--- config.mk ---
export PLATFORM = sky130hd
export DESIGN_NAME = acc_ctrl
export DESIGN_NICKNAME = d
export VERILOG_FILES = /design/src/logic/acc_pkg.sv /design/src/logic/acc_ctrl.sv
export SDC_FILE = /design/constraint.sdc
export NUM_CORES = 1
export LEC_CHECK = 0
export BUFFER_PORTS_ARGS = -buffer_cell sky130_fd_sc_hd__buf_4
export CORE_ASPECT_RATIO = 1.2
export CORE_UTILIZATION = 61
export CTS_CLUSTER_DIAMETER = 200
export DETAILED_ROUTE_END_ITERATION = 12
export GPL_TIMING_DRIVEN = 0
export PLACE_DENSITY_LB_ADDON = 0.1
export SLEW_MARGIN = 20
export SYNTH_ARGS = -nofsm -noshare
export SYNTH_HDL_FRONTEND = slang
export SYNTH_SLANG_ARGS = --single-unit
export TNS_END_PERCENT = 10
--- constraint.sdc ---
create_clock -name clk_in -period 6.6 [get_ports clk_in]
set_clock_uncertainty 0.2 [all_clocks]
set_input_delay 0.66 -clock clk_in [delete_from_list [all_inputs] [get_ports clk_in]]
set_output_delay 0.66 -clock clk_in [all_outputs]
set_load 0.01 [all_outputs]
--- src/logic/acc_pkg.sv ---
// acquisition chain control: shared constants and carrier types
// assumes one 20 MHz clock and a word-aligned Avalon-MM register window
package acc_pkg;
	// register byte offsets (one word per 8-bit register)
	localparam logic [4:0] ACC_OFF_RES_LO = 5'h00;
	localparam logic [4:0] ACC_OFF_RES_HI = 5'h04;
	localparam logic [4:0] ACC_OFF_CFG0 = 5'h08;
	localparam logic [4:0] ACC_OFF_CFG1 = 5'h0C;
	localparam logic [4:0] ACC_OFF_CFG2 = 5'h10;
	localparam logic [4:0] ACC_OFF_CFG3 = 5'h14;
	localparam logic [4:0] ACC_OFF_CFG4 = 5'h18;
	localparam logic [4:0] ACC_OFF_CFG5 = 5'h1C;
	// field positions
	localparam int ACC_B_START = 7;
	localparam int ACC_B_DEF = 6;
	localparam int ACC_B_BUSY = 7;
	// reset values
	localparam logic [7:0] ACC_RST_CFG0 = 8'h28;
	localparam logic [7:0] ACC_RST_CFG1 = 8'hF0;
	localparam logic [7:0] ACC_RST_CFG2 = 8'h00;
	localparam logic [7:0] ACC_RST_CFG3 = 8'h00;
	localparam logic [7:0] ACC_RST_CFG4 = 8'h00;
	localparam logic [7:0] ACC_RST_CFG5 = 8'h00;
	// restore-settings values: stages off, modulator on, fastest rate
	localparam logic [1:0] ACC_DEF_NELC = 2'h1;
	localparam logic [2:0] ACC_DEF_OSR = 3'h2;
	localparam logic [1:0] ACC_DEF_MBIAS = 2'h3;
	localparam logic [3:0] ACC_DEF_ENABLE = 4'h1;
	localparam logic [1:0] ACC_DEF_RATE = 2'h0;
	// sampling clock: rc oscillator and 8 kHz rate at 20 MHz clock
	localparam int ACC_CLK_HZ = 20000000;
	localparam int ACC_RC_HZ = 2000000;
	localparam int ACC_FIX_HZ = 8000;
	localparam logic [15:0] ACC_RC_DIV = 16'(ACC_CLK_HZ / ACC_RC_HZ);
	localparam logic [15:0] ACC_FIX_DIV = 16'(ACC_CLK_HZ / ACC_FIX_HZ);

	// configuration carried to the analog side
	typedef struct packed {
		logic [4:0] input_channel_select;
		logic ref_pair_select;
		logic [3:0] block_enable;
		logic [1:0] modulator_bias_select;
		logic [1:0] amplifier_bias_select;
		logic [1:0] sample_rate_select;
		logic stage1_gain_select;
		logic [1:0] stage2_gain_select;
		logic [3:0] stage2_shift_select;
		logic [6:0] stage3_gain_select;
		logic [6:0] stage3_shift_select;
	} acc_analog_t;

	typedef enum logic [1:0] {ACC_IDLE, ACC_RUN} acc_state_t;
endpackage : acc_pkg

--- src/logic/acc_ctrl.sv ---
// acquisition chain control: registers, conversion sequencer, sample clock
// assumes an Avalon-MM master on clk_in and a modulator giving a +/-1 bit
// per sampling tick; synchronous active-high reset
//
// Functional notes
// trigger bit starts one conversion after current one; reads zero
// two to chop count elementary conversions, polarity flips between them
// each elementary conversion takes two to three plus exponent samples
// repeat bit starts conversion and restarts after each while set
// test bit stays zero and ignores writes
// modulator bias field drives bias of 25 to 100 percent
// amplifier bias field sets bias of all gain stages
// enable bit 0 modulator, bits 1-3 stages; disabled stage bypassed
// rate field picks rc/4, rc/8, rc/32 or fixed 8 kHz
// stage one gain 1 or 10; stage two gain 1,2,5,10
// stage three gain is seven-bit field times one twelfth
// stage two shift sign-magnitude, 0.2 steps, limited to plus/minus one
// stage three shift sign-magnitude, 1/12 steps, up to 5.25
// busy flag set at actual conversion start, cleared at end
// busy may lag a start write by one sampling period
// restore bit reloads defaults and restarts conversion at once
// input select: mode bit, swap bit, three channel bits
// reference bit selects pair one-zero or three-two
// result registers written and done pulse at each conversion end
// single-shot uses same sequence, only waiting for trigger
// result is 16-bit two's complement in low and high bytes
// both result bytes update together from one conversion
`default_nettype none
module acc_ctrl
	import acc_pkg::*;
(
	// clock and reset
	input wire logic clk_in,
	input wire logic rst_in,
	// avalon-mm slave
	input wire logic [4:0] avs_address_in,
	input wire logic avs_read_in,
	input wire logic avs_write_in,
	input wire logic [31:0] avs_writedata_in,
	output logic [31:0] avs_readdata_out,
	output logic avs_waitrequest_out,
	// modulator bit stream, one bit per sampling tick
	input wire logic mod_bit_in,
	// analog controls
	output acc_analog_t analog_out,
	output logic chop_invert_out,
	output logic sample_tick_out,
	output logic conv_done_out
);
	logic [7:0] cfg0_reg, cfg1_reg, cfg2_reg, cfg3_reg, cfg4_reg, cfg5_reg;
	logic [15:0] result_reg;
	logic ack_reg;
	logic busy_reg;
	logic pend_reg;
	logic chop_reg;
	logic done_reg;
	logic tick_reg;
	logic [15:0] div_reg;
	logic [9:0] osr_cnt_reg;
	logic [2:0] elem_cnt_reg;
	logic [15:0] acc_reg;
	acc_state_t state_reg;
	logic wr_acc, rd_acc, def_wr, start_wr, repeat_conversion_rise, last_sample, last_elem;
	logic repeat_conversion_prev_reg;
	logic [15:0] div_lim;
	logic [15:0] acc_next;

	// power of two helper used for both counts
	function automatic logic [10:0] pow2(input logic [3:0] e);
		pow2 = 11'h001 << e;
	endfunction

	// one-cycle ack: request held by master until waitrequest is low;
	// ack_reg mirrors the low phase of waitrequest, so a read is looked up on
	// the edge that lowers waitrequest and its data stands when sampled, and a
	// write lands only on the edge at which the master sees waitrequest low
	assign wr_acc = avs_write_in && ack_reg;
	assign rd_acc = avs_read_in && !ack_reg;
	assign def_wr = wr_acc && avs_address_in == ACC_OFF_CFG5 && avs_writedata_in[ACC_B_DEF];
	assign start_wr = wr_acc && avs_address_in == ACC_OFF_CFG0 && avs_writedata_in[ACC_B_START];

	// bus handshake
	always_ff @(posedge clk_in) begin
		if (rst_in) begin
			ack_reg <= 1'b0;
		end else begin
			ack_reg <= (avs_read_in || avs_write_in) && !ack_reg;
		end
	end

	// read mux straight into the output register, one cycle ahead of the
	// master's sampling edge; trigger and restore bits read zero, unmapped zero
	always_ff @(posedge clk_in) begin
		if (rst_in) begin
			avs_readdata_out <= 32'h0000_0000;
		end else if (rd_acc) begin
			case (avs_address_in)
				ACC_OFF_RES_LO: avs_readdata_out <= {24'h000000, result_reg[7:0]};
				ACC_OFF_RES_HI: avs_readdata_out <= {24'h000000, result_reg[15:8]};
				ACC_OFF_CFG0: avs_readdata_out <= {24'h000000, 1'b0, cfg0_reg[6:0]};
				ACC_OFF_CFG1: avs_readdata_out <= {24'h000000, cfg1_reg};
				ACC_OFF_CFG2: avs_readdata_out <= {24'h000000, cfg2_reg};
				ACC_OFF_CFG3: avs_readdata_out <= {24'h000000, cfg3_reg};
				ACC_OFF_CFG4: avs_readdata_out <= {24'h000000, cfg4_reg};
				ACC_OFF_CFG5: avs_readdata_out <=
					{24'h000000, busy_reg, 1'b0, cfg5_reg[5:0]};
				default: avs_readdata_out <= 32'h0000_0000;
			endcase
		end
	end

	// configuration registers; restore command overrides the same write
	always_ff @(posedge clk_in) begin
		if (rst_in) begin
			cfg0_reg <= ACC_RST_CFG0;
			cfg1_reg <= ACC_RST_CFG1;
			cfg2_reg <= ACC_RST_CFG2;
			cfg3_reg <= ACC_RST_CFG3;
			cfg4_reg <= ACC_RST_CFG4;
			cfg5_reg <= ACC_RST_CFG5;
		end else if (def_wr) begin
			// restore: reload cfg0, modulator bias, enables and rate; keep amplifier bias, stage two and three settings, input and reference
			cfg0_reg <= {1'b0, ACC_DEF_NELC, ACC_DEF_OSR, 2'b00};
			cfg1_reg <= {ACC_DEF_MBIAS, cfg1_reg[5:4], ACC_DEF_ENABLE};
			cfg2_reg <= {ACC_DEF_RATE, cfg2_reg[5:0]};
		end else if (wr_acc) begin
			case (avs_address_in)
				// start bit not stored, test bit forced low
				ACC_OFF_CFG0: cfg0_reg <= {1'b0, avs_writedata_in[6:1], 1'b0};
				ACC_OFF_CFG1: cfg1_reg <= avs_writedata_in[7:0];
				ACC_OFF_CFG2: cfg2_reg <= avs_writedata_in[7:0];
				ACC_OFF_CFG3: cfg3_reg <= avs_writedata_in[7:0];
				ACC_OFF_CFG4: cfg4_reg <= {1'b0, avs_writedata_in[6:0]};
				ACC_OFF_CFG5: cfg5_reg <= {2'b00, avs_writedata_in[5:0]};
				default: ;
			endcase
		end
	end

	// sampling clock divider; 8 kHz code uses its own divide
	always_comb begin
		case (cfg2_reg[7:6])
			2'b00: div_lim = 16'(ACC_RC_DIV * 16'd4);
			2'b01: div_lim = 16'(ACC_RC_DIV * 16'd8);
			2'b10: div_lim = 16'(ACC_RC_DIV * 16'd32);
			default: div_lim = ACC_FIX_DIV;
		endcase
	end

	always_ff @(posedge clk_in) begin
		if (rst_in || def_wr) begin
			div_reg <= 16'h0000;
			tick_reg <= 1'b0;
		end else if (div_reg >= div_lim - 16'h0001) begin
			div_reg <= 16'h0000;
			tick_reg <= 1'b1;
		end else begin
			div_reg <= div_reg + 16'h0001;
			tick_reg <= 1'b0;
		end
	end

	assign last_sample = osr_cnt_reg == 10'(pow2({1'b0, cfg0_reg[4:2]} + 4'h3) - 11'h001);
	assign last_elem = elem_cnt_reg == 3'(pow2({2'b00, cfg0_reg[6:5]}) - 11'h001);
	assign acc_next = mod_bit_in ^ chop_reg ? acc_reg + 16'h0001 : acc_reg - 16'h0001;
	assign repeat_conversion_rise = wr_acc && avs_address_in == ACC_OFF_CFG0 && avs_writedata_in[1]
		&& !cfg0_reg[1];

	// pending single-shot request, deferred while busy
	always_ff @(posedge clk_in) begin
		if (rst_in || def_wr) begin
			pend_reg <= 1'b0;
		end else if (start_wr || repeat_conversion_rise) begin
			pend_reg <= 1'b1;
		end else if (state_reg == ACC_IDLE && tick_reg) begin
			pend_reg <= 1'b0;
		end
	end

	always_ff @(posedge clk_in) begin
		if (rst_in) begin
			repeat_conversion_prev_reg <= 1'b0;
		end else begin
			repeat_conversion_prev_reg <= cfg0_reg[1];
		end
	end

	// conversion sequencer; starts on a sampling tick, or at once on restore
	always_ff @(posedge clk_in) begin
		if (rst_in) begin
			state_reg <= ACC_IDLE;
			busy_reg <= 1'b0;
			osr_cnt_reg <= 10'h000;
			elem_cnt_reg <= 3'h0;
			chop_reg <= 1'b0;
			acc_reg <= 16'h0000;
			result_reg <= 16'h0000;
			done_reg <= 1'b0;
		end else if (def_wr) begin
			// abandon running conversion and restart at once
			state_reg <= ACC_RUN;
			busy_reg <= 1'b1;
			osr_cnt_reg <= 10'h000;
			elem_cnt_reg <= 3'h0;
			chop_reg <= 1'b0;
			acc_reg <= 16'h0000;
			done_reg <= 1'b0;
		end else begin
			done_reg <= 1'b0;
			case (state_reg)
				ACC_IDLE: begin
					if (tick_reg && (pend_reg || cfg0_reg[1])) begin
						state_reg <= ACC_RUN;
						busy_reg <= 1'b1;
						osr_cnt_reg <= 10'h000;
						elem_cnt_reg <= 3'h0;
						chop_reg <= 1'b0;
						acc_reg <= 16'h0000;
					end
				end
				ACC_RUN: begin
					if (tick_reg) begin
						acc_reg <= acc_next;
						osr_cnt_reg <= last_sample ? 10'h000 : osr_cnt_reg + 10'h001;
						if (last_sample) begin
							chop_reg <= ~chop_reg;
							elem_cnt_reg <= elem_cnt_reg + 3'h1;
							if (last_elem) begin
								// both bytes from one register: never mixed
								result_reg <= acc_next;
								done_reg <= 1'b1;
								busy_reg <= 1'b0;
								state_reg <= ACC_IDLE;
							end
						end
					end
				end
				default: state_reg <= ACC_IDLE;
			endcase
		end
	end

	// analog control outputs, registered
	always_ff @(posedge clk_in) begin
		if (rst_in) begin
			analog_out <= '0;
			chop_invert_out <= 1'b0;
			sample_tick_out <= 1'b0;
			conv_done_out <= 1'b0;
			avs_waitrequest_out <= 1'b1;
		end else begin
			analog_out.input_channel_select <= cfg5_reg[5:1];
			analog_out.ref_pair_select <= cfg5_reg[0];
			analog_out.block_enable <= cfg1_reg[3:0];
			analog_out.modulator_bias_select <= cfg1_reg[7:6];
			analog_out.amplifier_bias_select <= cfg1_reg[5:4];
			analog_out.sample_rate_select <= cfg2_reg[7:6];
			analog_out.stage1_gain_select <= cfg3_reg[7];
			analog_out.stage2_gain_select <= cfg2_reg[5:4];
			// magnitude above 5 steps clamps to plus/minus one
			analog_out.stage2_shift_select <= (cfg2_reg[2:0] > 3'h5) ?
				{cfg2_reg[3], 3'h5} : cfg2_reg[3:0];
			analog_out.stage3_gain_select <= cfg3_reg[6:0];
			analog_out.stage3_shift_select <= cfg4_reg[6:0];
			chop_invert_out <= chop_reg;
			sample_tick_out <= tick_reg;
			conv_done_out <= done_reg;
			avs_waitrequest_out <= !((avs_read_in || avs_write_in) && !ack_reg);
		end
	end

	// checks
	property p_trig_reads_zero;
		@(posedge clk_in) disable iff (rst_in)
		!avs_waitrequest_out && avs_read_in && avs_address_in == ACC_OFF_CFG0
			|-> !avs_readdata_out[ACC_B_START];
	endproperty
	a_trig_reads_zero: assert property (p_trig_reads_zero) else $error("trigger bit read one");

	property p_test_zero;
		@(posedge clk_in) disable iff (rst_in) cfg0_reg[0] == 1'b0;
	endproperty
	a_test_zero: assert property (p_test_zero) else $error("test bit not zero");

	property p_busy_on_tick;
		@(posedge clk_in) disable iff (rst_in)
		$rose(busy_reg) |-> $past(tick_reg) || $past(def_wr);
	endproperty
	a_busy_on_tick: assert property (p_busy_on_tick) else $error("busy rose off tick");

	property p_done_clears_busy;
		@(posedge clk_in) disable iff (rst_in) done_reg |-> !busy_reg;
	endproperty
	a_done_clears_busy: assert property (p_done_clears_busy) else $error("busy after done");

	property p_def_restarts;
		@(posedge clk_in) disable iff (rst_in)
		def_wr |=> busy_reg && cfg0_reg[4:2] == ACC_DEF_OSR && cfg1_reg[3:0] == ACC_DEF_ENABLE;
	endproperty
	a_def_restarts: assert property (p_def_restarts) else $error("restore failed");

	property p_result_stable;
		@(posedge clk_in) disable iff (rst_in) !done_reg |-> $stable(result_reg);
	endproperty
	a_result_stable: assert property (p_result_stable) else $error("result moved");

	property p_chop_flip;
		@(posedge clk_in) disable iff (rst_in)
		(state_reg == ACC_RUN && tick_reg && last_sample && !last_elem && !def_wr)
			|=> chop_reg != $past(chop_reg);
	endproperty
	a_chop_flip: assert property (p_chop_flip) else $error("no chop flip");

	property p_done_pulse;
		@(posedge clk_in) disable iff (rst_in) conv_done_out |=> !conv_done_out;
	endproperty
	a_done_pulse: assert property (p_done_pulse) else $error("done not a pulse");

	property p_osr_bound;
		@(posedge clk_in) disable iff (rst_in)
		osr_cnt_reg < 10'(pow2({1'b0, cfg0_reg[4:2]} + 4'h3) - 11'h001) || last_sample;
	endproperty
	a_osr_bound: assert property (p_osr_bound) else $error("sample count overrun");

	// waitrequest may only dip for a single cycle per request
	property p_wait_pulse;
		@(posedge clk_in) disable iff (rst_in)
		!avs_waitrequest_out |=> avs_waitrequest_out;
	endproperty
	a_wait_pulse: assert property (p_wait_pulse) else $error("waitrequest low twice");

	property p_def_reads_zero;
		@(posedge clk_in) disable iff (rst_in)
		!avs_waitrequest_out && avs_read_in && avs_address_in == ACC_OFF_CFG5
			|-> !avs_readdata_out[ACC_B_DEF];
	endproperty
	a_def_reads_zero: assert property (p_def_reads_zero) else $error("restore read one");

	// a freshly set repeat bit must leave a start pending behind it
	property p_repeat_arms;
		@(posedge clk_in) disable iff (rst_in)
		cfg0_reg[1] && !repeat_conversion_prev_reg |-> pend_reg;
	endproperty
	a_repeat_arms: assert property (p_repeat_arms) else $error("repeat not armed");

	property p_repeat_restarts;
		@(posedge clk_in) disable iff (rst_in)
		state_reg == ACC_IDLE && tick_reg && cfg0_reg[1] && !def_wr |=> busy_reg;
	endproperty
	a_repeat_restarts: assert property (p_repeat_restarts) else $error("repeat stalled");

	// without a request the sequencer stays idle across ticks
	property p_single_waits;
		@(posedge clk_in) disable iff (rst_in)
		state_reg == ACC_IDLE && !pend_reg && !cfg0_reg[1] && !def_wr |=> !busy_reg;
	endproperty
	a_single_waits: assert property (p_single_waits) else $error("unasked start");

	// a trigger taken while busy survives until the sequencer is idle
	property p_pend_held;
		@(posedge clk_in) disable iff (rst_in)
		pend_reg && state_reg == ACC_RUN && !def_wr |=> pend_reg;
	endproperty
	a_pend_held: assert property (p_pend_held) else $error("trigger lost");

	property p_result_from_count;
		@(posedge clk_in) disable iff (rst_in)
		done_reg |-> result_reg == $past(acc_next);
	endproperty
	a_result_from_count: assert property (p_result_from_count) else $error("bad result");

	property p_stage2_limit;
		@(posedge clk_in) disable iff (rst_in)
		analog_out.stage2_shift_select[2:0] <= 3'h5;
	endproperty
	a_stage2_limit: assert property (p_stage2_limit) else $error("shift too big");

	property p_busy_in_run;
		@(posedge clk_in) disable iff (rst_in)
		busy_reg == (state_reg == ACC_RUN);
	endproperty
	a_busy_in_run: assert property (p_busy_in_run) else $error("busy out of step");
endmodule // acc_ctrl
`default_nettype wire

Word level (Yosys, flattened, before mapping) --
Index checks and enable logic that the tools add are counted.
Storage, ports and cells: register bits after elaboration 185, bits of input ports 42
Cells by class: $add $sub $neg 9, order comparisons 2, equality and inequality tests 20, shift operators 2, multiplexer cells 38, bitwise operators 6, reduce and logical (&&, ||, !) cells 45
Operators with widths (count):
- one-hot mux 8 bit (8 select lines) | 1
- 2-to-1 mux 16 bit | 3
- one-hot mux 12 bit (3 select lines) | 1
- adder 16 x 1 -> 16 bit, second input constant | 2
- one-hot mux 16 bit (2 select lines) | 1
- subtractor 16 x 1 -> 16 bit, second input constant | 2
- 2-to-1 mux 10 bit | 3
- equality test 5 bit, second input constant | 4
- one-hot mux 10 bit (2 select lines) | 1
- AND reduction 3 bit | 6
- greater-or-equal comparator 16 bit | 1
- 2-to-1 mux 1 bit | 16
- 2-to-1 mux 3 bit | 4
- AND reduction 4 bit | 3
- logical AND 1 bit | 11
- adder 10 x 1 -> 10 bit, second input constant | 1
- equality test 10 bit | 1
- equality test 5 x 4 -> 1 bit, second input constant | 2
- AND reduction 5 bit | 2
- left shift 1 x 4 -> 10 bit, first input constant | 1
- subtractor 10 x 1 -> 10 bit, second input constant | 1
- inequality test 3 bit, second input constant | 3
- 2-to-1 mux 2 bit | 4
- AND reduction 2 bit | 4
- other kinds (25) | 44

Logic depth before layout (Yosys ltp) --
Gate-level depths: netlist (run 1).
word-level depth 8, depth in mapped cells 11

Least setup slack after synthesis (run 1) --
OpenSTA, ideal clock, no wires.
path type input -> register, start point input mod_bit_in, end point register result_reg[12], library setup time 0.123 ns, arrival time 3.040 ns, data required time 6.277 ns, setup slack 3.237 ns, stages on the path 8, buffers on the path 0, cell sequence xnor2_1 ha_1 a211oi_1 o211ai_1 and2_1 o21ai_0 xor2_1 o22ai_1
On the way: cells in the longest elaborated chain, start to end 2
Ends and longest elaborated chain:
- from (decl) | RTL line acc_ctrl.sv:43 | input wire logic mod_bit_in,
- bitwise XOR 1 bit | RTL line acc_ctrl.sv:165 | assign acc_next = mod_bit_in ^ chop_reg ? acc_reg + 16'h0001 : acc_reg - 16'h0001;
- 2-to-1 mux 16 bit | RTL line acc_ctrl.sv:165
- to (signal assigned) | RTL line acc_ctrl.sv:230 | result_reg <= acc_next;
- to (decl) | RTL line acc_ctrl.sv:51 | logic [15:0] result_reg;
Every way passes these cells. A chain may end at the register's enable or synchronous reset.

Final worst setup path (run 1) --
start point register chop_reg, end point register result_reg[15]
On the way: cells in the longest elaborated chain, start to end 2
Ends and longest elaborated chain:
- from (decl) | RTL line acc_ctrl.sv:55 | logic chop_reg;
- from (signal assigned) | RTL line acc_ctrl.sv:226 | chop_reg <= ~chop_reg;
- bitwise XOR 1 bit | RTL line acc_ctrl.sv:165
- 2-to-1 mux 16 bit | RTL line acc_ctrl.sv:165
Every way passes these cells.

==> results by stage, run 1 <==
Placement:
- The standard cell area after detailed placement is 8340 um2.
- Counting tap cells, the placed design contains a total of 1079 instances.
- The global placer's final weighted congestion is 0.929.
- The wire-length estimate of the detail-placed layout is 14200 um.
- Port buffering added 63 buffers.

Synth:
- For this run, the leading register cell type out of synthesis is sky130_fd_sc_hd__dfxtp_1.
- In the synthesized netlist the async set-or-reset flop fraction comes to 0%.
- Of the synthesized area, sequential elements account for 42.3%.
- The synthesized-area fraction occupied by ao, oa, aoi and oai cells is 14.0%.
- After synthesis, the largest family of logic cells by area is simple AND/OR/NAND/NOR gates.
- The combined area of all synthesized cells is 7530 um2.
- The post-synthesis mux area share is 8.01%.
- The count of yosys warnings during synthesis is 0.
- The number of enable-type register cells in the synthesized netlist is 0.
- Summing the areas of all fa, ha and maj instances in the mapped netlist gives 5.75% of the synthesized area.
- The simple-gate area share of the yosys netlist is 20.4%.
- Yosys mapped the design onto 64 distinct sky130hd cell types.
- The synthesized-area fraction occupied by xor and xnor cells is 3.72%.
- The average footprint of a synthesized cell is 9.12 um2.
- The number of cells produced by synthesis is 825.
- The register bit total from synthesis is 159.

Clock tree:
- The depth of the CTS H-tree is 4.
- The maximum buffer depth of the clock tree is 2.
- For this design, the CTS-stage hold fixing added 0 buffers.
- The TritonCTS clock tree is done.
- Clock-pin slew was measured on the worst setup and hold paths at 0.06 ns.
- After clock tree synthesis, the setup repair step added 0 buffers.
- The number of buffers created by CTS is 17.
- The cell at the root of the clock tree is sky130_fd_sc_hd__clkbuf_16.
- The clock drives 159 sinks.
- The insertion delay to the later sink of the worst-skew pair is 0.43 ns.
- The post-CTS resize count is 0.

Global routing:
- The global-route usage over all layers is 31.3%.
- The via count of the first global-routing pass came to 6011.
- The final global-route overflow total is 0.
- Entering global routing, the biggest net connects 17 pins.
- The first global-routing pass estimated 30000 um of wire.
- The number of antenna violations at the first check in global routing was 0.

Floorplan:
- The area of the die is 12800 um2.
- Measured along the x axis, the die boundary spans 103 um.
- The vertical die dimension is 124 um.
- The core region is 12100 um2.
- Row generation in the floorplan step produced 44 rows.
- The starting density of the core is 62.4%.
- The number of top-level pins is 115.

Cells and area:
- The utilization after layout is 74.0%.
- The number of cells in the finished layout apart from fillers is 1111.
- The layout overhead on the synthesized area is 18.6%.
- After the last flow step, the layout net total stands at 1013.
- The layout cell share with drive strength beyond 1 is 16.6%.
- The register with the most flip-flops in the final layout is analog_out.
- The cell area after layout is 8920 um2.
- The flip-flop and latch area is 3180 um2.
- The multi-input combinational cells in the finished layout cover a total of 4040 um2.
- The number of diodes is 0.
- After filler insertion, the fill cell instance count of the layout stands at 900.
- The register with the most flip-flops in the layout has 37 of them.

STA:
- Setup repair after global routing left no endpoint under its margin.
- The worst slack on hold paths is 0.254 ns.
- The number of failing hold endpoints at the final stage is 0.
- The setup violation total in the final timing report is 0.
- The post-route fraction of the period consumed by the critical path is 47.4%.
- Based on the critical path, the design can be clocked at up to 320 MHz.
- In this run the tightest slew margin relative to its limit is 28.0%.
- At the pin with the least slew margin, the transition time is 1.07 ns.
- The final-report max-slew violation count is 0.
- After routing, the total negative slack on setup checks comes to 0 ns.
- The shortest clock period the worst path allows after layout is 3.13 ns.

Worst setup path:
- On the critical path, the stage with the largest delay is an instance of sky130_fd_sc_hd__dfxtp_1.
- The worst setup path is launched from a register.
- The worst path buffer plus inverter count is 2.
- In this run the critical register-to-register path is launched from chop_reg.
- Among cell families on the critical path, the largest total delay comes from compound AO/OA/AOI/OAI gates.
- In this run the worst path has a maximum fanout of 13.
- The path type of the worst setup path is register to register.
- The reg-to-reg endpoint is result_reg[15].
- The critical path goes through xnor2_2 > buf_6 > ha_1 > clkbuf_1 > nand3_1 > o211ai_1 > a21oi_1 > nor4_1 > o211ai_1 > a211oi_1.
- The cell count of the worst reg-to-reg path is 10.
- The most numerous cell type found on the critical path is sky130_fd_sc_hd__o211ai_1.
- The worst setup path is captured at a register.
- At the worst endpoint, the arrival time is 3.27 ns.
- Data on the critical path is required at its endpoint by 6.74 ns.
- The setup slack on the worst flop-to-flop path is 3.47 ns.
- The delay of the slowest cell on the worst path is 0.47 ns.
- The instance count on the critical path is 10.

Power:
- IR analysis of the VDD net gives a maximum drop of 0.000197 V.
- Power spread over the standard cell area amounts to 231 nW/um2.
- For this design the static power due to leakage is 0.00369 uW.

Routing:
- After detailed routing, the total wire length is 19200 um.
- The first-pass detailed-route iteration total is 4.
- The average via count per standard cell is 5.76.
- In the final routed layout, each cell accounts on average for 17.3 um.
- The DRC marker count from the first detailed-route iteration is 401.
- The post-detailed-route DRC marker count is 0.
- The number of nets with antenna violations after routing is 0.
- The vias after detailed routing is 6404.

Hold path:
- The worst hold path begins at pend_reg.
- The path with the worst hold slack has its endpoint at pend_reg.
- The min-delay analysis places its worst path in the category register to register.
- The number of instances on the worst hold path is 2.

Job:
- Max-cap violations in this run came to 0.

Outcome:
- The flow ran to the end, and the final reports show no timing, DRC or antenna violations.
synthesized netlist by cell type (all sizes together), types with 13 or more instances:
master    n  area, um2
a21oi    36        180
a22oi    33        248
and3     13       81.3
buf      48        315
clkbuf   16       61.3
dfxtp   159       3180
ha       33        413
inv      15       56.3
mux2i    58        581
nand2    54        205
nand3    25        125
nor2    104        390
nor2b    41        264
o21ai    26        130
xnor2    13        114
xor2     19        166
layout by cell type, fill, tap and decap left out, types with 12 or more instances in the layout:
cell and instances:
sky130_fd_sc_hd__dfxtp_1 159, sky130_fd_sc_hd__nor2_1 104, sky130_fd_sc_hd__buf_4 91, sky130_fd_sc_hd__mux2i_1 58, sky130_fd_sc_hd__nand2_1 53, sky130_fd_sc_hd__nor2b_1 40
sky130_fd_sc_hd__a21oi_1 36, sky130_fd_sc_hd__a22oi_1 33, sky130_fd_sc_hd__ha_1 33, sky130_fd_sc_hd__conb_1 31, sky130_fd_sc_hd__o21ai_0 25, sky130_fd_sc_hd__nand3_1 25
sky130_fd_sc_hd__xor2_1 19, sky130_fd_sc_hd__clkbuf_16 17, sky130_fd_sc_hd__inv_1 15, sky130_fd_sc_hd__clkbuf_1 15, sky130_fd_sc_hd__and3_1 13, sky130_fd_sc_hd__buf_2 12
sky130_fd_sc_hd__xnor2_1 12
worst max-delay path by stage:
stage / start / endpoint / slack [ns]
after floorplan: mod_bit_in / result_reg[12] / 3.24
after global placement: mod_bit_in / result_reg[15] / 2.44
after detailed placement: mod_bit_in / result_reg[15] / 3.16
after CTS: chop_reg / result_reg[15] / 3.49
after global routing: chop_reg / result_reg[15] / 3.29
final: chop_reg / result_reg[15] / 3.47
metrics by stage:
step                      setup WS, ns  power, uW
final                             3.47       2060
after detailed placement          3.16       1100
after floorplan                   3.24       1070
after global routing              3.29       2120
after CTS                         3.49       2060
after global placement            2.44       1100
kinds of logic (layout without fill, tap and decap cells):
kind of cell / count (synthesis) / after routing
AO/OA/AOI/OAI: 156 / 156
XOR/XNOR: 32 / 32
adder cells (fa/ha/maj): 34 / 34
buffers and inverters: 79 / 175
flip-flops: 159 / 159
multiplexers: 60 / 60
other: 2 / 31
AND/OR/NAND/NOR: 303 / 303
worst reg2reg max path: stages (launching register included):
cell	delay, ns
sky130_fd_sc_hd__dfxtp_1	0.47
sky130_fd_sc_hd__xnor2_2	0.16
sky130_fd_sc_hd__buf_6	0.18
sky130_fd_sc_hd__ha_1	0.28
sky130_fd_sc_hd__clkbuf_1	0.26
sky130_fd_sc_hd__nand3_1	0.11
sky130_fd_sc_hd__o211ai_1	0.45
sky130_fd_sc_hd__a21oi_1	0.21
sky130_fd_sc_hd__nor4_1	0.28
sky130_fd_sc_hd__o211ai_1	0.18
sky130_fd_sc_hd__a211oi_1	0.26
report_power, final:
part           switching (uW)  internal (uW)
Sequential               3.18            965
Clock                     411            561
Combinational            74.6           43.9
Total                     489           1570
cell type report:
class / instances / area share, %
clock buffer: 17 / 4.77
clock inverter: 15 / 1.79
timing repair buffer: 64 / 5.43
inverter: 15 / 0.631
tap: 161 / 2.26
sequential: 159 / 35.7
buffer: 64 / 4.22
multi-input combinational: 616 / 45.2
routing by layer:
layer / track usage [%] / up-vias / share of wire (%)
li1: - / 3073 / -
met1: 36.8 / 3057 / 41
met2: 54.1 / 223 / 50
met3: 6.06 / 51 / 5.2
met4: 15.1 / 0 / 3.8
met5: 0 / - / 0
Power figures use the tool's default switching activity.
==> run 2: changes to the inputs <==
--- a/config.mk
+++ b/config.mk
@@ -7,7 +7,7 @@
 export LEC_CHECK = 0
 export BUFFER_PORTS_ARGS = -buffer_cell sky130_fd_sc_hd__buf_4
 export CORE_ASPECT_RATIO = 1.2
-export CORE_UTILIZATION = 61
+export CORE_UTILIZATION = 52
 export CTS_CLUSTER_DIAMETER = 200
 export DETAILED_ROUTE_END_ITERATION = 12
 export GPL_TIMING_DRIVEN = 0
==> constraint.sdc (replaced) <==
create_clock -name clk_in -period 2.85 [get_ports clk_in]
set_clock_uncertainty 0.2 [all_clocks]
set_input_delay 0.285 -clock clk_in [delete_from_list [all_inputs] [get_ports clk_in]]
set_output_delay 0.285 -clock clk_in [all_outputs]
set_load 0.01 [all_outputs]
==> run 2 against run 1 <==
  * The flow now finishes with violations (DRC)
  * Via count fell by 2.2%
  * Combinational power rose by 150%
  * Global-route usage fell by 4.3 points
  * Sequential share of layout area fell by 0.92 points
  * Power rose by 140%
  * First-iteration DRC count fell by 5.5%
  * Sequential power rose by 130%
  * Highest routed layer unchanged
==> results by stage, run 2 (same netlist as run 1, synthesis figures left out) <==
Global routing:
- The via count of the first global-routing pass came to 6138 (+2.1%).
- The final global-route overflow total is 0 (unchanged).
- The maximum number of pins on one net before global-route repair is 17 (unchanged).
- The first-pass GRT wire length is 31400 um (+4.8%).
- The global-route usage over all layers is 27.0% (-4.3 points).
- The number of antenna violations at the first check in global routing is 0 (unchanged).

Cells and area:
- The library cells used most frequently in the layout, excluding fill and tap cells, are sky130_fd_sc_hd__dfxtp_1 (158), sky130_fd_sc_hd__nor2_1 (104), sky130_fd_sc_hd__buf_4 (97).
- The number of flip-flops in the largest register was 37 (unchanged).
- The fill cell instance count of the final layout is 1191 (+32%).
- The number of diodes was 0 (unchanged).
- The most flop-heavy register is analog_out.
- The number of cells in the finished layout apart from fillers came to 1135 (+2.2%).
- The layout cell share with drive strength beyond 1 came to 18.0% (+1.4 points).
- Compared with the post-synthesis result, the final layout area differs by 21.8%.
- The final net count is 1027 (+1.4%).
- The most frequent standard cell in the layout excluding fill and tap cells is sky130_fd_sc_hd__dfxtp_1.

Worst setup path:
- The maximum fanout along the worst path is 7 (-6).
- STA classifies the critical path startpoint as a register.
- The reg-to-reg endpoint is result_reg[15].
- The worst register-to-register path begins at chop_reg.
- The arrival time reported for the critical path endpoint came to 2.90 ns (-0.37 ns).
- The setup slack on the worst flop-to-flop path was 0.04 ns (-3.44 ns).
- The cell count of the worst reg-to-reg path is 9 (-1).
- By startpoint and endpoint, the worst setup path is classified as register to register.
- The category of the worst setup path capture point is a register.
- The required time of the worst setup path was 2.94 ns (-3.80 ns).

Routing:
- The number of nets with antenna violations after routing is 0 (unchanged).
- The post-detailed-route DRC marker count is 10 (+10).
- The sum of met2 wire segment lengths after detailed routing is 9780 um (+1.4%).
- The post-route met1 wirelength is 8220 um (+5.1%).
- The vias after detailed routing is 6265 (-2.2%).
- The DRC marker count from the first detailed-route iteration is 379 (-5.5%).
- The sum of met3 wire segment lengths after detailed routing is 857 um (-14%).
- The final routed wirelength across all metal layers came to 19400 um (+1.3%).
- The highest layer touched by signal routing is met4.
- The average wire per standard cell is 17.1 um (-0.83%).
- The average via count per standard cell was 5.52 (-4.2%).
- The first-pass detailed-route iteration total was 9 (+5).

Outcome:
- The checks that failed: DRC.
- The flow ran to the end, but the final reports show violations.

STA:
- The final-report max-slew violation count was 0 (unchanged).
- Setup repair after global routing could not meet its margin everywhere.
- The setup violation total in the final timing report is 0 (unchanged).
- The worst-case headroom to the max-slew limit is 26.7% (-1.3 points).
- The top achievable clock speed is 355 MHz (+11%).
- The transition at the pin with the smallest max-transition slack is 1.09 ns (+0.0204 ns).
- The post-route fraction of the period consumed by the critical path was 98.8% (+51 points).
- The number of failing hold endpoints at the final stage is 0 (unchanged).
- The shortest clock period the worst path allows after layout came to 2.81 ns (-0.313 ns).
- The final-layout setup total negative slack is 0 ns (unchanged).

Floorplan:
- The starting density of the core is 54.0% (-8.4 points).
- The overall die width is 112 um (+8.1%).
- The vertical die dimension was 134 um (+8.2%).
- The area of the placeable core was 13900 um2 (+16%).
- The number of top-level pins is 115 (unchanged).
- The number of rows created at floorplan is 47 (+6.8%).
- The area of the die is 15000 um2 (+17%).

Power:
- The leakage power came to 0.00378 uW (+2.4%).
- The power density over the cells is 539 nW/um2 (+130%).
- The maximum resistive drop on vdd came to 0.000425 V (+120%).

Job:
- The reported max-cap violation count is 0 (unchanged).

Clock tree:
- The insertion delay to the later sink of the worst-skew pair is 0.43 ns (about the same).
- The CTS clock-pin slew for the worst setup and hold paths is 0.06 ns (about the same).
- The maximum buffer depth of the clock tree came to 2 (unchanged).
- The TritonCTS clock tree is done.
- The number of buffers created by CTS is 17 (unchanged).
- CTS placed an instance of sky130_fd_sc_hd__clkbuf_16 at the clock tree root.
- The depth of the CTS H-tree is 4 (unchanged).
- The number of sinks driven by the clock tree is 159 (unchanged).

Placement:
- The total placed cells including tap cells came to 1088 (+0.83%).
- The count of buffers from port buffering is 63 (unchanged).
- The estimated wirelength of the detail-placed design is 14500 um (+1.7%).
- The global placer's final weighted congestion is 0.890 (-4.2%).

Hold path:
- The number of instances on the worst hold path came to 3 (+1).
- The class of the worst hold path is primary input to register.
- In this run the most critical hold path is launched from avs_writedata_in[6].
- The end of the worst hold path is cfg4_reg[6].
## run 2: cell types whose count changed in the layout (fill, tap and decap cells not counted), sizes merged
cell / before / now
clkbuf: 33 / 35
dlygate4sd3: 0 / 9
clkinv: 4 / 5
bufinv: 2 / 4
buf: 112 / 117
inv: 20 / 16
clkinvlp: 4 / 3
## run 2: report_power, final
| group | internal (uW) | switching (uW) | total (uW) |
|---|---|---|---|
| clock | 1490 | 916 | 2410 |
| combinational | 114 | 180 | 294 |
| sequential | 2230 | 7.06 | 2240 |
| total | 3840 | 1100 | 4940 |
## run 2: how the worst max path moves through the flow
stage                           to  slack (ns)  startpoint
global placement    result_reg[12]       -0.47    chop_reg
finish              result_reg[15]        0.04    chop_reg
floorplan           result_reg[12]        0.14    chop_reg
detailed placement  result_reg[15]       -0.61    chop_reg
global route        result_reg[15]       -0.13    chop_reg
CTS                 result_reg[15]      0.0009    chop_reg
## run 2: per-stage QoR
step	total power [uW]	hold WS, ns	setup WS, ns	util [%]	area, um2
after floorplan	2470	0.210	0.135	-	7640
after global placement	2550	0.220	-0.473	59.8	8330
after detailed placement	2560	0.239	-0.613	59.8	8340
after CTS	4960	0.0400	0.000890	65.4	9120
after global routing	5090	0.0697	-0.126	65.8	9170
final	4940	0.0635	0.0352	65.8	9170
## run 2: critical path, cell delays in order (launching register included)
cell and delay [ns]:
sky130_fd_sc_hd__dfxtp_4 0.38, sky130_fd_sc_hd__xnor2_4 0.18, sky130_fd_sc_hd__ha_1 0.30, sky130_fd_sc_hd__clkbuf_2 0.17
sky130_fd_sc_hd__nand3_1 0.09, sky130_fd_sc_hd__o211ai_1 0.50, sky130_fd_sc_hd__a211oi_2 0.19, sky130_fd_sc_hd__or3_1 0.40
sky130_fd_sc_hd__o211ai_1 0.14, sky130_fd_sc_hd__a211oi_1 0.12
## run 2: metal layers
| layer | vias up | global-route usage, % |
|---|---|---|
| met1 | 2976 | 31.5 |
| met5 | - | 0 |
| met4 | 0 | 12.3 |
| met2 | 152 | 47.3 |
| li1 | 3099 | - |
| met3 | 38 | 5.74 |
## run 2: timing repair
| item | 4_1_cts | 5_1_grt |
|---|---|---|
| resized for setup | 4 | 12 |
| pin swaps | 2 | 4 |
| hold endpoints to repair | 35 | 0 |
| setup endpoints to repair | 20 | 21 |
| hold buffers | 9 | 0 |
| buffers inserted | 5 | 1 |
## run 2: area by class of cell
| type | count | area [um2] | share of cell area, % |
|---|---|---|---|
| Multi-Input combinational cell | 616 | 4100 | 44.7 |
| Sequential cell | 159 | 3190 | 34.8 |
| Timing Repair Buffer | 78 | 608 | 6.63 |
| Clock buffer | 19 | 443 | 4.83 |
| Buffer | 64 | 378 | 4.12 |
| Tap cell | 171 | 214 | 2.33 |
| Clock inverter | 13 | 188 | 2.05 |
| Inverter | 15 | 56.3 | 0.614 |
==> run 3: changes to the inputs <==
--- a/config.mk
+++ b/config.mk
@@ -12,6 +12,7 @@
 export DETAILED_ROUTE_END_ITERATION = 12
 export GPL_TIMING_DRIVEN = 0
 export PLACE_DENSITY_LB_ADDON = 0.1
+export SETUP_SLACK_MARGIN = 0.3
 export SLEW_MARGIN = 20
 export SYNTH_ARGS = -nofsm -noshare
 export SYNTH_HDL_FRONTEND = slang
==> run 3 against run 2 <==
  * The flow still finishes with violations (DRC)
  * Non-clock buffer count increased by 9
  * Global-route usage increased by 0.59 points
  * Cell count increased by 0.88%
  * Sequential power about the same
  * Worst hold slack got worse by 0.039 ns
  * Power increased by 2.4%
  * Sequential share of layout area decreased by 1.1 points
  * Clock power increased by 4%
  * Core utilization increased by 2.2 points
  * Register-to-register slack improved by 0.04 ns
  * Critical path type unchanged
  * Largest power group unchanged
==> results by stage, run 3 (same netlist as run 1, synthesis figures left out) <==
STA:
- The number of failing hold endpoints at the final stage came to 0 (unchanged).
- The final setup slack of the worst path was 0.0752 ns (+0.0400 ns).
- The worst slack on hold paths was 0.0244 ns (-0.0391 ns).
- The setup violation total in the final timing report came to 0 (unchanged).
- The top achievable clock speed is 360 MHz (+1.4%).
- The worst-case headroom to the max-slew limit is 22.0% (-4.7 points).
- The shortest clock period the worst path allows after layout is 2.77 ns (-0.0400 ns).
- The final-layout setup total negative slack was 0 ns (unchanged).
- The final-report max-slew violation count was 0 (unchanged).
- The transition at the pin with the smallest max-transition slack is 1.16 ns (+0.0697 ns).
- The post-route fraction of the period consumed by the critical path is 97.4% (-1.4 points).
- Setup repair after global routing could not meet its margin everywhere.

Global routing:
- The final global-route overflow total came to 0 (unchanged).
- The first-pass GRT wire length is 32400 um (+3.1%).
- The global-route usage over all layers is 27.6% (+0.59 points).
- The maximum number of pins on one net before global-route repair is 17 (unchanged).
- The via count of the first global-routing pass is 6460 (+5.2%).
- The number of antenna violations at the first check in global routing is 1 (+1).

Floorplan:
- The area of the placeable core is 13900 um2 (unchanged).
- The number of rows created at floorplan came to 47 (unchanged).
- The overall die width was 112 um (unchanged).
- The vertical die dimension is 134 um (unchanged).
- The area of the die came to 15000 um2 (unchanged).
- The number of top-level pins is 115 (unchanged).
- The starting density of the core is 54.0% (unchanged).

Placement:
- The estimated wirelength of the detail-placed design came to 14800 um (+2.4%).
- The standard cell area after detailed placement came to 8350 um2 (+0.15%).
- The worst setup slack before clock tree synthesis is -0.233 ns (+0.380 ns).
- The global placer's final weighted congestion is 0.889 (-0.19%).
- The count of buffers from port buffering is 63 (unchanged).

Routing:
- The first-pass detailed-route iteration total is 11 (+2).
- The final routed wirelength across all metal layers came to 20500 um (+5.6%).
- The DRC marker count from the first detailed-route iteration was 384 (+1.3%).
- The post-detailed-route DRC marker count is 9 (-1).
- The number of nets with antenna violations after routing is 0 (unchanged).
- The vias after detailed routing is 6514 (+4.0%).
- The average wire per standard cell is 17.9 um (+4.7%).
- The average via count per standard cell is 5.69 (+3.1%).

Worst setup path:
- The worst path buffer plus inverter count was 4 (+3).
- The startpoint type of the worst setup path is a register.
- The instance count on the critical path is 12 (+3).
- Walking the worst path, the cells encountered are xnor2_4 > buf_12 > ha_4 > buf_8 > nand3_2 > o211ai_1 > buf_4 > a21oi_2 > nor4_2 > o211ai_1 > buf_4 > a211oi_2.
- The required time of the worst setup path is 2.99 ns (+0.05 ns).
- The arrival time reported for the critical path endpoint was 2.91 ns (about the same).
- The cell with the largest stage delay on the worst path is sky130_fd_sc_hd__o211ai_1.
- The worst setup path is of the register to register kind.
- The maximum fanout along the worst path is 6 (-1).
- The delay of the slowest cell on the worst path is 0.43 ns (-0.07 ns).
- The capturing element of the worst setup path is result_reg[15].
- The reg-to-reg endpoint is result_reg[15].
- The category of the worst setup path capture point is a register.
- Tracing the worst setup path back leads to its startpoint at chop_reg.
- The launch point of the worst reg-to-reg path is chop_reg.
- In this design, the largest share of critical-path delay is due to compound AO/OA/AOI/OAI gates.
- The cell count of the worst reg-to-reg path came to 12 (+3).
- The setup slack on the worst flop-to-flop path came to 0.08 ns (+0.04 ns).

Cells and area:
- The cell area after layout is 9480 um2 (+3.3%).
- The number of diodes was 0 (unchanged).
- The utilization after layout is 68.0% (+2.2 points).
- The fill cell instance count of the final layout is 1131 (-5.0%).
- The number of flip-flops in the largest register came to 37 (unchanged).
- The register with the most flip-flops in the final layout is analog_out.
- Relative to the synthesized area, the layout overhead comes to 25.9%.
- The library cells used most frequently in the layout, excluding fill and tap cells, are sky130_fd_sc_hd__dfxtp_1 (157), sky130_fd_sc_hd__nor2_1 (104), sky130_fd_sc_hd__buf_4 (102).
- The layout cell share with drive strength beyond 1 is 20.9% (+2.9 points).
- The most frequent standard cell in the layout excluding fill and tap cells is sky130_fd_sc_hd__dfxtp_1.
- The final net count came to 1037 (+0.97%).

Power:
- The leakage power is 0.00388 uW (+2.6%).
- The power density over the cells is 534 nW/um2 (-0.93%).
- The maximum resistive drop on vdd came to 0.000428 V (+0.81%).

Clock tree:
- The number of buffers created by CTS is 17 (unchanged).
- The depth of the CTS H-tree is 4 (unchanged).
- The number of sinks driven by the clock tree was 159 (unchanged).
- TritonCTS built the clock tree.
- The maximum buffer depth of the clock tree is 2 (unchanged).
- The CTS clock-pin slew for the worst setup and hold paths is 0.06 ns (about the same).
- The insertion delay to the later sink of the worst-skew pair is 0.42 ns (about the same).
- The tree is rooted in a sky130_fd_sc_hd__clkbuf_16.

Outcome:
- The flow ran to the end, but the final reports show violations.
- The final reports fail on DRC.

Hold path:
- The class of the worst hold path is primary input to register.

Job:
- The reported max-cap violation count is 0 (unchanged).
==> run 3: cell count changes in the layout (fill, tap and decap cells not counted), moves of 3 or more <==
| cell | previous run | this run |
|---|---|---|
| sky130_fd_sc_hd__buf_4 | 97 | 102 |
| sky130_fd_sc_hd__inv_6 | 1 | 8 |
| sky130_fd_sc_hd__ha_2 | 0 | 3 |
| sky130_fd_sc_hd__o21ai_0 | 23 | 18 |
| sky130_fd_sc_hd__o21ai_1 | 3 | 7 |
| sky130_fd_sc_hd__ha_1 | 33 | 25 |
| sky130_fd_sc_hd__buf_6 | 2 | 5 |
| sky130_fd_sc_hd__ha_4 | 0 | 5 |
==> run 3: cell type report <==
class | count | area [um2] | area share [%]
Timing Repair Buffer | 87 | 706 | 7.45
Sequential cell | 159 | 3190 | 33.6
Multi-Input combinational cell | 617 | 4280 | 45.1
Clock buffer | 17 | 425 | 4.49
Tap cell | 171 | 214 | 2.26
Inverter | 15 | 56.3 | 0.594
Buffer | 64 | 392 | 4.13
Clock inverter | 15 | 218 | 2.30
==> run 3: worst min-delay path by stage <==
stage                          to  slack (ns)           startpoint  cells after the start
global placement    conv_done_out        0.21             done_reg                      1
detailed placement  conv_done_out        0.23             done_reg                      1
CTS                   cfg4_reg[1]        0.01  avs_writedata_in[1]                      3
floorplan             cfg1_reg[7]        0.21  avs_writedata_in[7]                      2
finish                cfg4_reg[1]        0.02  avs_writedata_in[1]                      3
global route          cfg4_reg[1]        0.03  avs_writedata_in[1]                      3
==> run 3: tightest hold or removal path: cells and delay by family <==
family                 cells  cell delay [ns]
buffers and inverters      1             0.16
muxes                      1             0.09
and+or+nand+nor            1             0.07
==> run 3: metrics by stage <==
stage	cells	total power, uW
after floorplan	854	2470
after global placement	1088	2550
after detailed placement	1088	2560
after global routing	1145	5190
after CTS	1140	5050
final	1145	5060
==> run 3: report_power, final <==
part           total (uW)  internal [uW]  switching [uW]  leakage (uW)
logic                 321            131             190       0.00228
registers            2240           2230            7.25       0.00129
clock network        2500           1500             999      0.000313
==> run 3: what timing repair did <==
item | CTS | global route
setup endpoints to repair | 39 | 55
gates cloned | 1 | 0
hold buffers | 8 | 0
setup buffers | 11 | 5
pin swaps | 14 | 15
gates resized for setup | 28 | 26
hold endpoints to repair | 25 | 0
==> run 3: per-layer routing <==
layer | global-route usage (%) | share of wire, % | vias to the layer above
met4 | 14.0 | 3.5 | 2
li1 | - | - | 3124
met5 | 0 | 0.054 | -
met3 | 3.71 | 4.4 | 52
met1 | 31.6 | 41 | 3113
met2 | 50.0 | 51 | 223
